### src/uacs_pkg.sv
package uacs_pkg;

   // Register byte offsets
   localparam logic [7:0]  UACS_OFF_P3L    = 8'h00;
   localparam logic [7:0]  UACS_OFF_P3H    = 8'h04;
   localparam logic [7:0]  UACS_OFF_TXSUM  = 8'h08;
   localparam logic [7:0]  UACS_OFF_RXSUM  = 8'h0C;
   localparam logic [7:0]  UACS_OFF_SCCFG  = 8'h10;
   localparam logic [7:0]  UACS_OFF_SCIRQ  = 8'h14;
   localparam logic [7:0]  UACS_OFF_WAKEAB = 8'h18;
   localparam logic [7:0]  UACS_OFF_CTRL   = 8'h1C;

   // Writable bit masks; everything else reads zero
   localparam logic [15:0] UACS_MSK_P3L    = 16'hFFFF;
   localparam logic [15:0] UACS_MSK_P3H    = 16'h00FF;
   localparam logic [15:0] UACS_MSK_SUM    = 16'h00FF;
   localparam logic [15:0] UACS_MSK_SCCFG  = 16'h003E;
   localparam logic [15:0] UACS_MSK_SCIRQ  = 16'h3737;
   localparam logic [15:0] UACS_MSK_WAKEAB = 16'h00C4;
   localparam logic [15:0] UACS_MSK_CTRL   = 16'h003F;
   localparam logic [15:0] UACS_REG_RST    = 16'h0000;

   // Field positions
   localparam int UACS_CTRL_MODE_LSB = 0;
   localparam int UACS_CTRL_WAKE     = 3;
   localparam int UACS_CTRL_ABD      = 4;
   localparam int UACS_CTRL_CINC     = 5;
   localparam int UACS_SCC_PROTO     = 1;
   localparam int UACS_SCC_PULL      = 2;
   localparam int UACS_SCC_LOGIC_CONVENTION      = 3;
   localparam int UACS_SCC_RPT_LSB   = 4;
   localparam int UACS_SCI_GT_IF     = 8;
   localparam int UACS_SCI_WT_IF     = 9;
   localparam int UACS_SCI_BT_IF     = 10;
   localparam int UACS_SCI_TXR_IF    = 12;
   localparam int UACS_SCI_RXR_IF    = 13;
   localparam int UACS_SCI_IE_SHIFT  = 8;
   localparam int UACS_WA_WAKE_IF    = 7;
   localparam int UACS_WA_ABD_IF     = 6;
   localparam int UACS_WA_ABD_IE     = 2;

   // Counts
   localparam logic [2:0]  UACS_RX_TRIES_M1 = 3'h4;
   localparam logic [2:0]  UACS_ABD_FALLS   = 3'h5;
   localparam logic [1:0]  UACS_PULL_SHORT  = 2'h1;
   localparam logic [1:0]  UACS_PULL_LONG   = 2'h2;
   localparam int          UACS_NTMR        = 3;

   typedef enum logic [2:0] {
      UACS_ASYNC, UACS_ADDR, UACS_DMX_RX, UACS_LIN_CMD, UACS_LIN_RSP, UACS_CARD
   } uacs_mode_t;

   typedef struct packed {
      logic       stb;
      logic       is_id;
      logic [7:0] data;
   } uacs_byte_ev_t;

   typedef struct packed {
      logic etu_tick;
      logic gt_start;
      logic wt_start;
      logic bt_start;
      logic rx_par_err;
      logic rx_char_ok;
      logic tx_line_err;
      logic tx_char_ok;
   } uacs_card_ev_t;

   typedef struct packed {
      logic [15:0]                  p3l;
      logic [15:0]                  p3h;
      logic [15:0]                  tx_sum;
      logic [15:0]                  rx_sum;
      logic [15:0]                  sccfg;
      logic [15:0]                  scirq;
      logic [15:0]                  wakeab;
      logic [15:0]                  ctrl;
      logic [2:0]                   rx_sync;
      logic                         rx_lvl;
      logic [2:0]                   abd_falls;
      logic [UACS_NTMR-1:0][23:0]   tmr;
      logic [UACS_NTMR-1:0]         tmr_run;
      logic [2:0]                   retx_cnt;
      logic [2:0]                   rxerr_cnt;
      logic [1:0]                   pull_cnt;
      logic                         retx_req;
      logic                         abd_done;
      logic [7:0]                   card_data;
      logic [31:0]                  prdata;
   } uacs_state_t;

endpackage : uacs_pkg

### src/uacs_core.sv
`timescale 1ns/10ps
`default_nettype none

module uacs_core
   import uacs_pkg::*;
(
   // Clock and reset
   input  wire logic           CORE_CLK,
   input  wire logic           NRST,
   // APB slave
   input  wire logic           PSEL,
   input  wire logic           PENABLE,
   input  wire logic           PWRITE,
   input  wire logic [7:0]     PADDR,
   input  wire logic [31:0]    PWDATA,
   output logic [31:0]         PRDATA,
   output logic                PREADY,
   output logic                PSLVERR,
   // Byte events from the serial engine
   input  wire uacs_byte_ev_t  TX_EV,
   input  wire uacs_byte_ev_t  RX_EV,
   input  wire logic           BREAK_DET,
   // Receive line pin
   input  wire logic           RX_PIN,
   // Card timing from the engine
   input  wire uacs_card_ev_t  CARD_EV,
   input  wire logic [8:0]     PARAM_ONE,
   input  wire logic [8:0]     PARAM_TWO,
   // Mode-dependent parameter views
   output logic [8:0]          DMX_LAST_IDX,
   output logic [7:0]          LIN_RX_COUNT,
   output logic [7:0]          ADDR_MASK,
   output logic [23:0]         WAIT_TIME,
   // Card line control
   output logic                CARD_RETX_REQ,
   output logic                CARD_LINE_LOW,
   output logic                CARD_PROTO_T1,
   output logic                CARD_LOGIC_CONVENTION_INV,
   output logic [7:0]          CARD_RX_DATA,
   // Event outputs
   output logic                AUTOBAUD_DONE,
   output logic                CARD_IRQ,
   output logic                EVENT_IRQ
);

   uacs_state_t r;
   uacs_state_t nxt;

   // Ones-complement style byte add, carry folded back in
   function automatic logic [7:0] sum_fold(input logic [7:0] a, input logic [7:0] b);
      logic [8:0] s;
      logic [8:0] t;
      s = {1'b0, a} + {1'b0, b};
      t = {1'b0, s[7:0]} + {8'h00, s[8]};
      return t[7:0];
   endfunction : sum_fold

   // Inverse convention: bits inverted and sent msb first
   function automatic logic [7:0] logic_convention_byte(input logic [7:0] d, input logic inv);
      logic [7:0] o;
      o = d;
      if (inv) begin
         for (int k = 0; k < 8; k++) begin
            o[k] = ~d[7-k];
         end
      end
      return o;
   endfunction : logic_convention_byte

   function automatic logic [15:0] read_mux(input uacs_state_t s, input logic [7:0] a);
      logic [15:0] v;
      v = 16'h0000;
      case (a)
         UACS_OFF_P3L:    v = s.p3l;
         UACS_OFF_P3H:    v = s.p3h;
         UACS_OFF_TXSUM:  v = s.tx_sum;
         UACS_OFF_RXSUM:  v = s.rx_sum;
         UACS_OFF_SCCFG:  v = s.sccfg;
         UACS_OFF_SCIRQ:  v = s.scirq;
         UACS_OFF_WAKEAB: v = s.wakeab;
         UACS_OFF_CTRL:   v = s.ctrl;
         default:         v = 16'h0000;
      endcase
      return v;
   endfunction : read_mux

   logic        mapped;
   logic        wr_en;
   uacs_mode_t  mode;
   logic        lin_mode;
   logic        card_mode;
   logic        cinc;
   logic [1:0]  rpt_sel;
   logic [2:0]  retx_limit;
   logic        rx_fall;
   logic        new_lvl;
   logic [UACS_NTMR-1:0]       tmr_start;
   logic [UACS_NTMR-1:0][23:0] tmr_load;
   logic [UACS_NTMR-1:0]       tmr_flag;

   always_comb begin
      mapped = (PADDR[1:0] == 2'h0) && (PADDR <= UACS_OFF_CTRL);
      wr_en  = PSEL && PENABLE && PWRITE && mapped;
      case (r.ctrl[UACS_CTRL_MODE_LSB +: 3])
         3'h1:    mode = UACS_ADDR;
         3'h2:    mode = UACS_DMX_RX;
         3'h3:    mode = UACS_LIN_CMD;
         3'h4:    mode = UACS_LIN_RSP;
         3'h5:    mode = UACS_CARD;
         default: mode = UACS_ASYNC;
      endcase
      lin_mode   = (mode == UACS_LIN_CMD) || (mode == UACS_LIN_RSP);
      card_mode  = (mode == UACS_CARD);
      cinc       = r.ctrl[UACS_CTRL_CINC];
      rpt_sel    = r.sccfg[UACS_SCC_RPT_LSB +: 2];
      retx_limit = {1'b0, rpt_sel} + 3'h1;
      tmr_start  = {CARD_EV.bt_start, CARD_EV.wt_start, CARD_EV.gt_start};
      // Guard, wait, block in that order
      tmr_load[0] = {15'h0000, PARAM_ONE};
      tmr_load[1] = {r.p3h[7:0], r.p3l};
      tmr_load[2] = {15'h0000, PARAM_TWO};
   end

   always_comb begin
      nxt = r;
      tmr_flag = '0;
      nxt.retx_req = 1'b0;
      nxt.abd_done = 1'b0;

      // Read data captured in the setup phase, so the access phase needs no wait
      if (PSEL && !PENABLE) begin
         nxt.prdata = {16'h0000, read_mux(r, PADDR)};
      end

      // Software writes first; hardware events below override them
      if (wr_en) begin
         case (PADDR)
            UACS_OFF_P3L:    nxt.p3l    = PWDATA[15:0] & UACS_MSK_P3L;
            UACS_OFF_P3H:    nxt.p3h    = PWDATA[15:0] & UACS_MSK_P3H;
            UACS_OFF_TXSUM:  nxt.tx_sum = PWDATA[15:0] & UACS_MSK_SUM;
            UACS_OFF_RXSUM:  nxt.rx_sum = PWDATA[15:0] & UACS_MSK_SUM;
            UACS_OFF_SCCFG:  nxt.sccfg  = PWDATA[15:0] & UACS_MSK_SCCFG;
            UACS_OFF_SCIRQ:  nxt.scirq  = PWDATA[15:0] & UACS_MSK_SCIRQ;
            UACS_OFF_WAKEAB: nxt.wakeab = PWDATA[15:0] & UACS_MSK_WAKEAB;
            UACS_OFF_CTRL:   nxt.ctrl   = PWDATA[15:0] & UACS_MSK_CTRL;
            default:         nxt.ctrl   = r.ctrl;
         endcase
      end

      // Receive pin: three stages, a change counts once stages two and three agree
      nxt.rx_sync = {r.rx_sync[1:0], RX_PIN};
      new_lvl = r.rx_lvl;
      if (r.rx_sync[1] == r.rx_sync[2]) begin
         new_lvl = r.rx_sync[2];
      end
      nxt.rx_lvl = new_lvl;
      rx_fall = r.rx_lvl && !new_lvl;

      if (rx_fall && r.ctrl[UACS_CTRL_WAKE]) begin
         nxt.wakeab[UACS_WA_WAKE_IF] = 1'b1;
      end

      // Sync pattern has a fixed number of falling edges; the last ends measurement
      if (!r.ctrl[UACS_CTRL_ABD]) begin
         nxt.abd_falls = 3'h0;
      end else if (rx_fall) begin
         if (r.abd_falls == UACS_ABD_FALLS - 3'h1) begin
            nxt.abd_falls = 3'h0;
            nxt.abd_done  = 1'b1;
            nxt.ctrl[UACS_CTRL_ABD] = 1'b0;
            nxt.wakeab[UACS_WA_ABD_IF] = 1'b1;
         end else begin
            nxt.abd_falls = r.abd_falls + 3'h1;
         end
      end

      // Checksums
      if (lin_mode && BREAK_DET) begin
         nxt.tx_sum = UACS_REG_RST;
         nxt.rx_sum = UACS_REG_RST;
      end else if (lin_mode) begin
         if (TX_EV.stb && (cinc || !TX_EV.is_id)) begin
            nxt.tx_sum = {8'h00, sum_fold(r.tx_sum[7:0], TX_EV.data)};
         end
         if (RX_EV.stb && (cinc || !RX_EV.is_id)) begin
            nxt.rx_sum = {8'h00, sum_fold(r.rx_sum[7:0], RX_EV.data)};
         end
      end else if (cinc) begin
         if (TX_EV.stb) begin
            nxt.tx_sum = {8'h00, sum_fold(r.tx_sum[7:0], TX_EV.data)};
         end
         if (RX_EV.stb) begin
            nxt.rx_sum = {8'h00, sum_fold(r.rx_sum[7:0], RX_EV.data)};
         end
      end

      if (card_mode && RX_EV.stb) begin
         nxt.card_data = logic_convention_byte(RX_EV.data, r.sccfg[UACS_SCC_LOGIC_CONVENTION]);
      end

      // Card timers
      for (int i = 0; i < UACS_NTMR; i++) begin
         if (!card_mode) begin
            nxt.tmr_run[i] = 1'b0;
         end else if (tmr_start[i]) begin
            nxt.tmr[i] = tmr_load[i];
            nxt.tmr_run[i] = (tmr_load[i] != 24'h000000);
            tmr_flag[i] = (tmr_load[i] == 24'h000000);
         end else if (r.tmr_run[i] && CARD_EV.etu_tick) begin
            nxt.tmr[i] = r.tmr[i] - 24'h000001;
            if (r.tmr[i] == 24'h000001) begin
               nxt.tmr_run[i] = 1'b0;
               tmr_flag[i] = 1'b1;
            end
         end
      end
      if (tmr_flag[0]) begin
         nxt.scirq[UACS_SCI_GT_IF] = 1'b1;
      end
      if (tmr_flag[1]) begin
         nxt.scirq[UACS_SCI_WT_IF] = 1'b1;
      end
      if (tmr_flag[2]) begin
         nxt.scirq[UACS_SCI_BT_IF] = 1'b1;
      end

      // Transmit side repeats
      if (card_mode && CARD_EV.tx_line_err) begin
         if (r.retx_cnt < retx_limit) begin
            nxt.retx_req = 1'b1;
            nxt.retx_cnt = r.retx_cnt + 3'h1;
         end else begin
            nxt.retx_cnt = 3'h0;
            nxt.scirq[UACS_SCI_TXR_IF] = 1'b1;
         end
      end else if (CARD_EV.tx_char_ok || !card_mode) begin
         nxt.retx_cnt = 3'h0;
      end

      // Receive side repeats and T=0 error pull-down
      if (card_mode && CARD_EV.rx_par_err) begin
         if (r.rxerr_cnt == UACS_RX_TRIES_M1) begin
            nxt.rxerr_cnt = 3'h0;
            nxt.scirq[UACS_SCI_RXR_IF] = 1'b1;
         end else begin
            nxt.rxerr_cnt = r.rxerr_cnt + 3'h1;
         end
      end else if (CARD_EV.rx_char_ok || !card_mode) begin
         nxt.rxerr_cnt = 3'h0;
      end

      // T=1 signals errors by block, not by holding the line
      if (card_mode && CARD_EV.rx_par_err && !r.sccfg[UACS_SCC_PROTO]) begin
         nxt.pull_cnt = r.sccfg[UACS_SCC_PULL] ? UACS_PULL_LONG : UACS_PULL_SHORT;
      end else if (!card_mode) begin
         nxt.pull_cnt = 2'h0;
      end else if (r.pull_cnt != 2'h0 && CARD_EV.etu_tick) begin
         nxt.pull_cnt = r.pull_cnt - 2'h1;
      end
   end

   always_ff @(posedge CORE_CLK or negedge NRST) begin
      if (!NRST) begin
         r <= '0;
      end else begin
         r <= nxt;
      end
   end

   // Bus answers: zero wait, error on unmapped word
   assign PREADY  = 1'b1;
   assign PSLVERR = PSEL && PENABLE && !mapped;
   assign PRDATA  = r.prdata;

   // Parameter three views; consumers use the one for their mode
   assign DMX_LAST_IDX = r.p3l[8:0];
   assign LIN_RX_COUNT = r.p3l[7:0];
   assign ADDR_MASK    = r.p3l[7:0];
   assign WAIT_TIME    = {r.p3h[7:0], r.p3l};

   assign CARD_RETX_REQ = r.retx_req;
   assign CARD_LINE_LOW = (r.pull_cnt != 2'h0);
   assign CARD_PROTO_T1 = r.sccfg[UACS_SCC_PROTO];
   assign CARD_LOGIC_CONVENTION_INV = r.sccfg[UACS_SCC_LOGIC_CONVENTION];
   assign CARD_RX_DATA  = r.card_data;
   assign AUTOBAUD_DONE = r.abd_done;

   assign CARD_IRQ  = |(r.scirq[UACS_SCI_RXR_IF:UACS_SCI_GT_IF]
                        & r.scirq[UACS_SCI_RXR_IF-UACS_SCI_IE_SHIFT:0]);
   assign EVENT_IRQ = r.wakeab[UACS_WA_WAKE_IF]
                      | (r.wakeab[UACS_WA_ABD_IF] & r.wakeab[UACS_WA_ABD_IE]);

endmodule : uacs_core

`default_nettype wire

### config.mk
export PLATFORM = sky130hd
export DESIGN_NAME = uacs_core
export DESIGN_NICKNAME = d
export VERILOG_FILES = /design/src/uacs_pkg.sv /design/src/uacs_core.sv
export SDC_FILE = /design/constraint.sdc
export NUM_CORES = 1
export LEC_CHECK = 0
export BUFFER_PORTS_ARGS = -buffer_cell sky130_fd_sc_hd__buf_2
export CAP_MARGIN = 20
export CORE_ASPECT_RATIO = 2
export CORE_MARGIN = 5
export CORE_UTILIZATION = 45
export DETAILED_ROUTE_END_ITERATION = 10
export PLACE_DENSITY = 0.66
export SLEW_MARGIN = 20
export SYNTH_ARGS = -nofsm -noshare
export SYNTH_HDL_FRONTEND = slang
export SYNTH_SLANG_ARGS = --single-unit
### constraint.sdc
create_clock -name CORE_CLK -period 3.8 [get_ports CORE_CLK]
set_input_delay 0.19 -clock CORE_CLK [delete_from_list [all_inputs] [get_ports CORE_CLK]]
set_output_delay 0.19 -clock CORE_CLK [all_outputs]
set_load 0.05 [all_outputs]
==> qor.csv <==
stage,metric,value,unit
placed_design,routabilityCongestion,0.9329,
timing,tns,0,ns
global_route,first_global_vias,9338,
worst_setup_path,cp-end-kind,flop,
route,dr.first_iter.drc_count,714,
worst_setup_path,worstPathMaxFanout,4,
cells_and_area,utilization,0.5042,
power_and_ir_drop,netSwitchingPower,1.241,mW
clock_tree,cts_buffer_depth,2,
clock_tree,cts_sinks,196,
power_and_ir_drop,clkPwrFrac,0.418,
power_and_ir_drop,p_per_area,344.6,nW/um2
job,drv_cap,0,
power_and_ir_drop,p_sw_frac,0.2796,
worst_setup_path,r2r_cells,13,
timing,holdWs,0.01015,ns
logic_synthesis,synth-edff-count,0,
worst_setup_path,cp-start-kind,flop,
timing,tightest_slew,0.9935,ns
floorplan,die_x,123.5,um
clock_tree,clkTransAtPathRegs,0.08,ns
clock_tree,clk_latency,0.47,ns
logic_synthesis,synth.top_cell.area_share,0.4234,
clock_tree,cts_buffers,17,
route,via_per_inst,5.764,
hold_path,whs_path_depth,2,
power_and_ir_drop,p_comb_frac,0.102,
power_and_ir_drop,p_leak,6.173,nW
floorplan,start_util,0.4534,
placed_design,place_ws,0.6051,ns
logic_synthesis,yosysTopAreaCell,dfrtp_1,
cells_and_area,drive_gt1_frac,0.2029,
worst_setup_path,cp.arrival,3.56,ns
clock_tree,cts_root_buffer,clkbuf_16,
timing,fmax,311.3,MHz
logic_synthesis,synth-main-ff-cell,dfrtp_1,
cells_and_area,layout.cells.non_filler,1663,
clock_tree,cts_tree,yes,
logic_synthesis,yosysMostFrequentCell,dfrtp_1,
floorplan,die_height,236.9,um
timing,final.min_clock_period,3.213,ns
timing,final-hold-violation-count,0,
global_route,grt_remaining_overflow,0,
logic_synthesis,avgSynthCellArea,9.448,um2
timing,drv_slew,0,
logic_synthesis,synthArstFlopShare,1.000,
global_route,grt_pass1_wl,50.79,mm
cells_and_area,syn_to_final_growth,11.20,%
floorplan,rows,83,
logic_synthesis,ys_warn_count,0,
power_and_ir_drop,p_seq_frac,0.480,
logic_synthesis,netlist_area,11580,um2
route,wire_per_inst,19.76,um
timing,worst_slack,0.5874,ns
timing,fin_skew,0.01714,ns
logic_synthesis,ys_types,77,
worst_setup_path,path_class,reg -> reg,
run_status,status,"finished, final reports clean",
placed_design,dp.cells,1616,
worst_setup_path,r2r_setup_slack,0.59,ns
timing,maxSlewHeadroom,0.3377,
clock_tree,h-tree-depth,4,
clock_tree,cts_resized,0,
global_route,grt_util_all_layers,0.2263,
logic_synthesis,ys_ff_latch,196,
floorplan,num_io_pins,191,
logic_synthesis,syn_inst,1226,
placed_design,port_buffers,157,
route,wl,32.87,mm
route,dr.pass1.iters,5,
placed_design,post-dp-hpwl,24.74,mm
floorplan,dieArea,29250,um2
global_route,antenna_found_initial,4,
logic_synthesis,synth_seq_area_share,0.4234,
floorplan,core_area,25550,um2
logic_synthesis,synth_common_cells,"dfrtp_1, nor2_1, o21ai_0",
route,final_antenna_net_count,0,
cells_and_area,fin_nets,1438,
route,post-route-drc-count,0,
timing,rsz0062_at_grt,false,
power_and_ir_drop,p_int,3.198,mW
power_and_ir_drop,vdd_drop_max,0.2739,mV
global_route,grt_start_max_net_pins,93,
logic_synthesis,synth_area_leaders,"dfrtp_1, buf_4, o21ai_0, mux2_2, ha_1",
timing,finalCritPeriodShare,0.8454,
worst_setup_path,critPathRequiredTime,4.14,ns
route,via_count,9586,
timing,finalSetupViolations,0,
hold_path,min_path_type,in -> reg,
## stage by stage
stage                     power (mW)  instance area (um2)
after floorplan                2.443                11640
after global placement         2.604                12150
after detailed placement       2.612                12150
after CTS                      4.474                12880
after global routing           4.600                12880
final                          4.439                12880
## cell usage in the layout, fill, tap and decap left out, types with 8 or more instances in the layout
cell type,n
nand3_1,20
a21o_1,14
mux2i_1,33
a22o_1,8
buf_4,19
o22ai_1,8
nor2b_1,12
clkbuf_16,17
xnor2_1,23
and2_1,24
dfrtp_1,196
a21oi_1,70
mux2_2,40
ha_1,35
buf_2,156
nand2b_1,10
a22oi_1,19
a211oi_1,22
a31oi_1,9
dlygate4sd3_1,13
conb_1,17
inv_1,27
o21ai_0,95
or2_2,8
or3_1,14
a222oi_1,10
nor3_1,35
nor2_1,108
xor2_1,15
and3_1,8
nand2_1,84
nor4_1,29
## cell type report
cell class	instances	area (um2)
Fill cell	2429	12670
Multi-Input combinational cell	876	5764
Sequential cell	196	4905
Timing Repair Buffer	190	1087
Clock buffer	17	425.4
Tap cell	340	425.4
Clock inverter	15	167.7
Inverter	27	101.3
Antenna cell	2	5.005
## power by group through the flow
stage	Combinational, mW	Sequential (mW)	Clock [mW]
final	0.451	2.13	1.86
after global routing	0.501	2.13	1.97
after CTS	0.453	2.13	1.89
after detailed placement	0.440	2.17	0
after global placement	0.434	2.17	0
after floorplan	0.283	2.16	0
## repair_timing
action                    in CTS  in global routing
hold buffers                  13                  0
setup buffers                  0                  0
hold endpoints to repair     103                  0
## cell families (layout without fill, tap and decap cells)
kind of cell	after synthesis	in the layout	share of synthesized area
AO/OA/AOI/OAI	310	310	0.1711
XOR/XNOR	39	39	0.03068
adder cells (fa/ha/maj)	38	38	0.04213
buffers and inverters	169	249	0.08436
flip-flops	196	196	0.4234
multiplexers	75	75	0.06935
other	2	19	0.0006483
AND/OR/NAND/NOR	397	397	0.1783
## critical path, stage by stage, from the launching register on
cell and delay (ns):
dfrtp_1 0.42, ha_1 0.24, fa_1 0.42, a211o_1 0.34, a211oi_1 0.28, o21bai_1 0.12, a21o_1 0.21, ha_1 0.23
ha_1 0.19, nand2_1 0.08, nor3_1 0.06, nor3b_1 0.16, xnor2_1 0.14, o211a_1 0.21
## path summary, 6_finish.rpt
path | end | from
setup / recovery | r[218] | r[212]
hold / removal | WAIT_TIME[12] | PWDATA[12]
setup reg to reg | r[218] | r[212]
hold reg to reg | nxt[131] | nxt[130]
max in group asynchronous | r[116] | NRST
min in group asynchronous | nxt[130] | NRST
## flip-flops by register name, summed over array words and instances, names as in the netlist
name	cells
ADDR_MASK	8
AUTOBAUD_DONE	1
CARD_LOGIC_CONVENTION_INV	1
CARD_PROTO_T1	1
CARD_RETX_REQ	1
CARD_RX_DATA	8
DMX_LAST_IDX	1
PRDATA	16
WAIT_TIME	15
cinc	1
nxt	2
r	141
## routing by layer
metal | up-vias | routed length [um] | GRT usage
li1 | 4511 | - | -
met5 | - | 13 | 0
met3 | 101 | 1812 | 0.04637
met1 | 4678 | 11880 | 0.2430
met4 | 2 | 1822 | 0.1341
met2 | 294 | 17340 | 0.3991
Note: power is estimated with default switching activity, not from simulation.
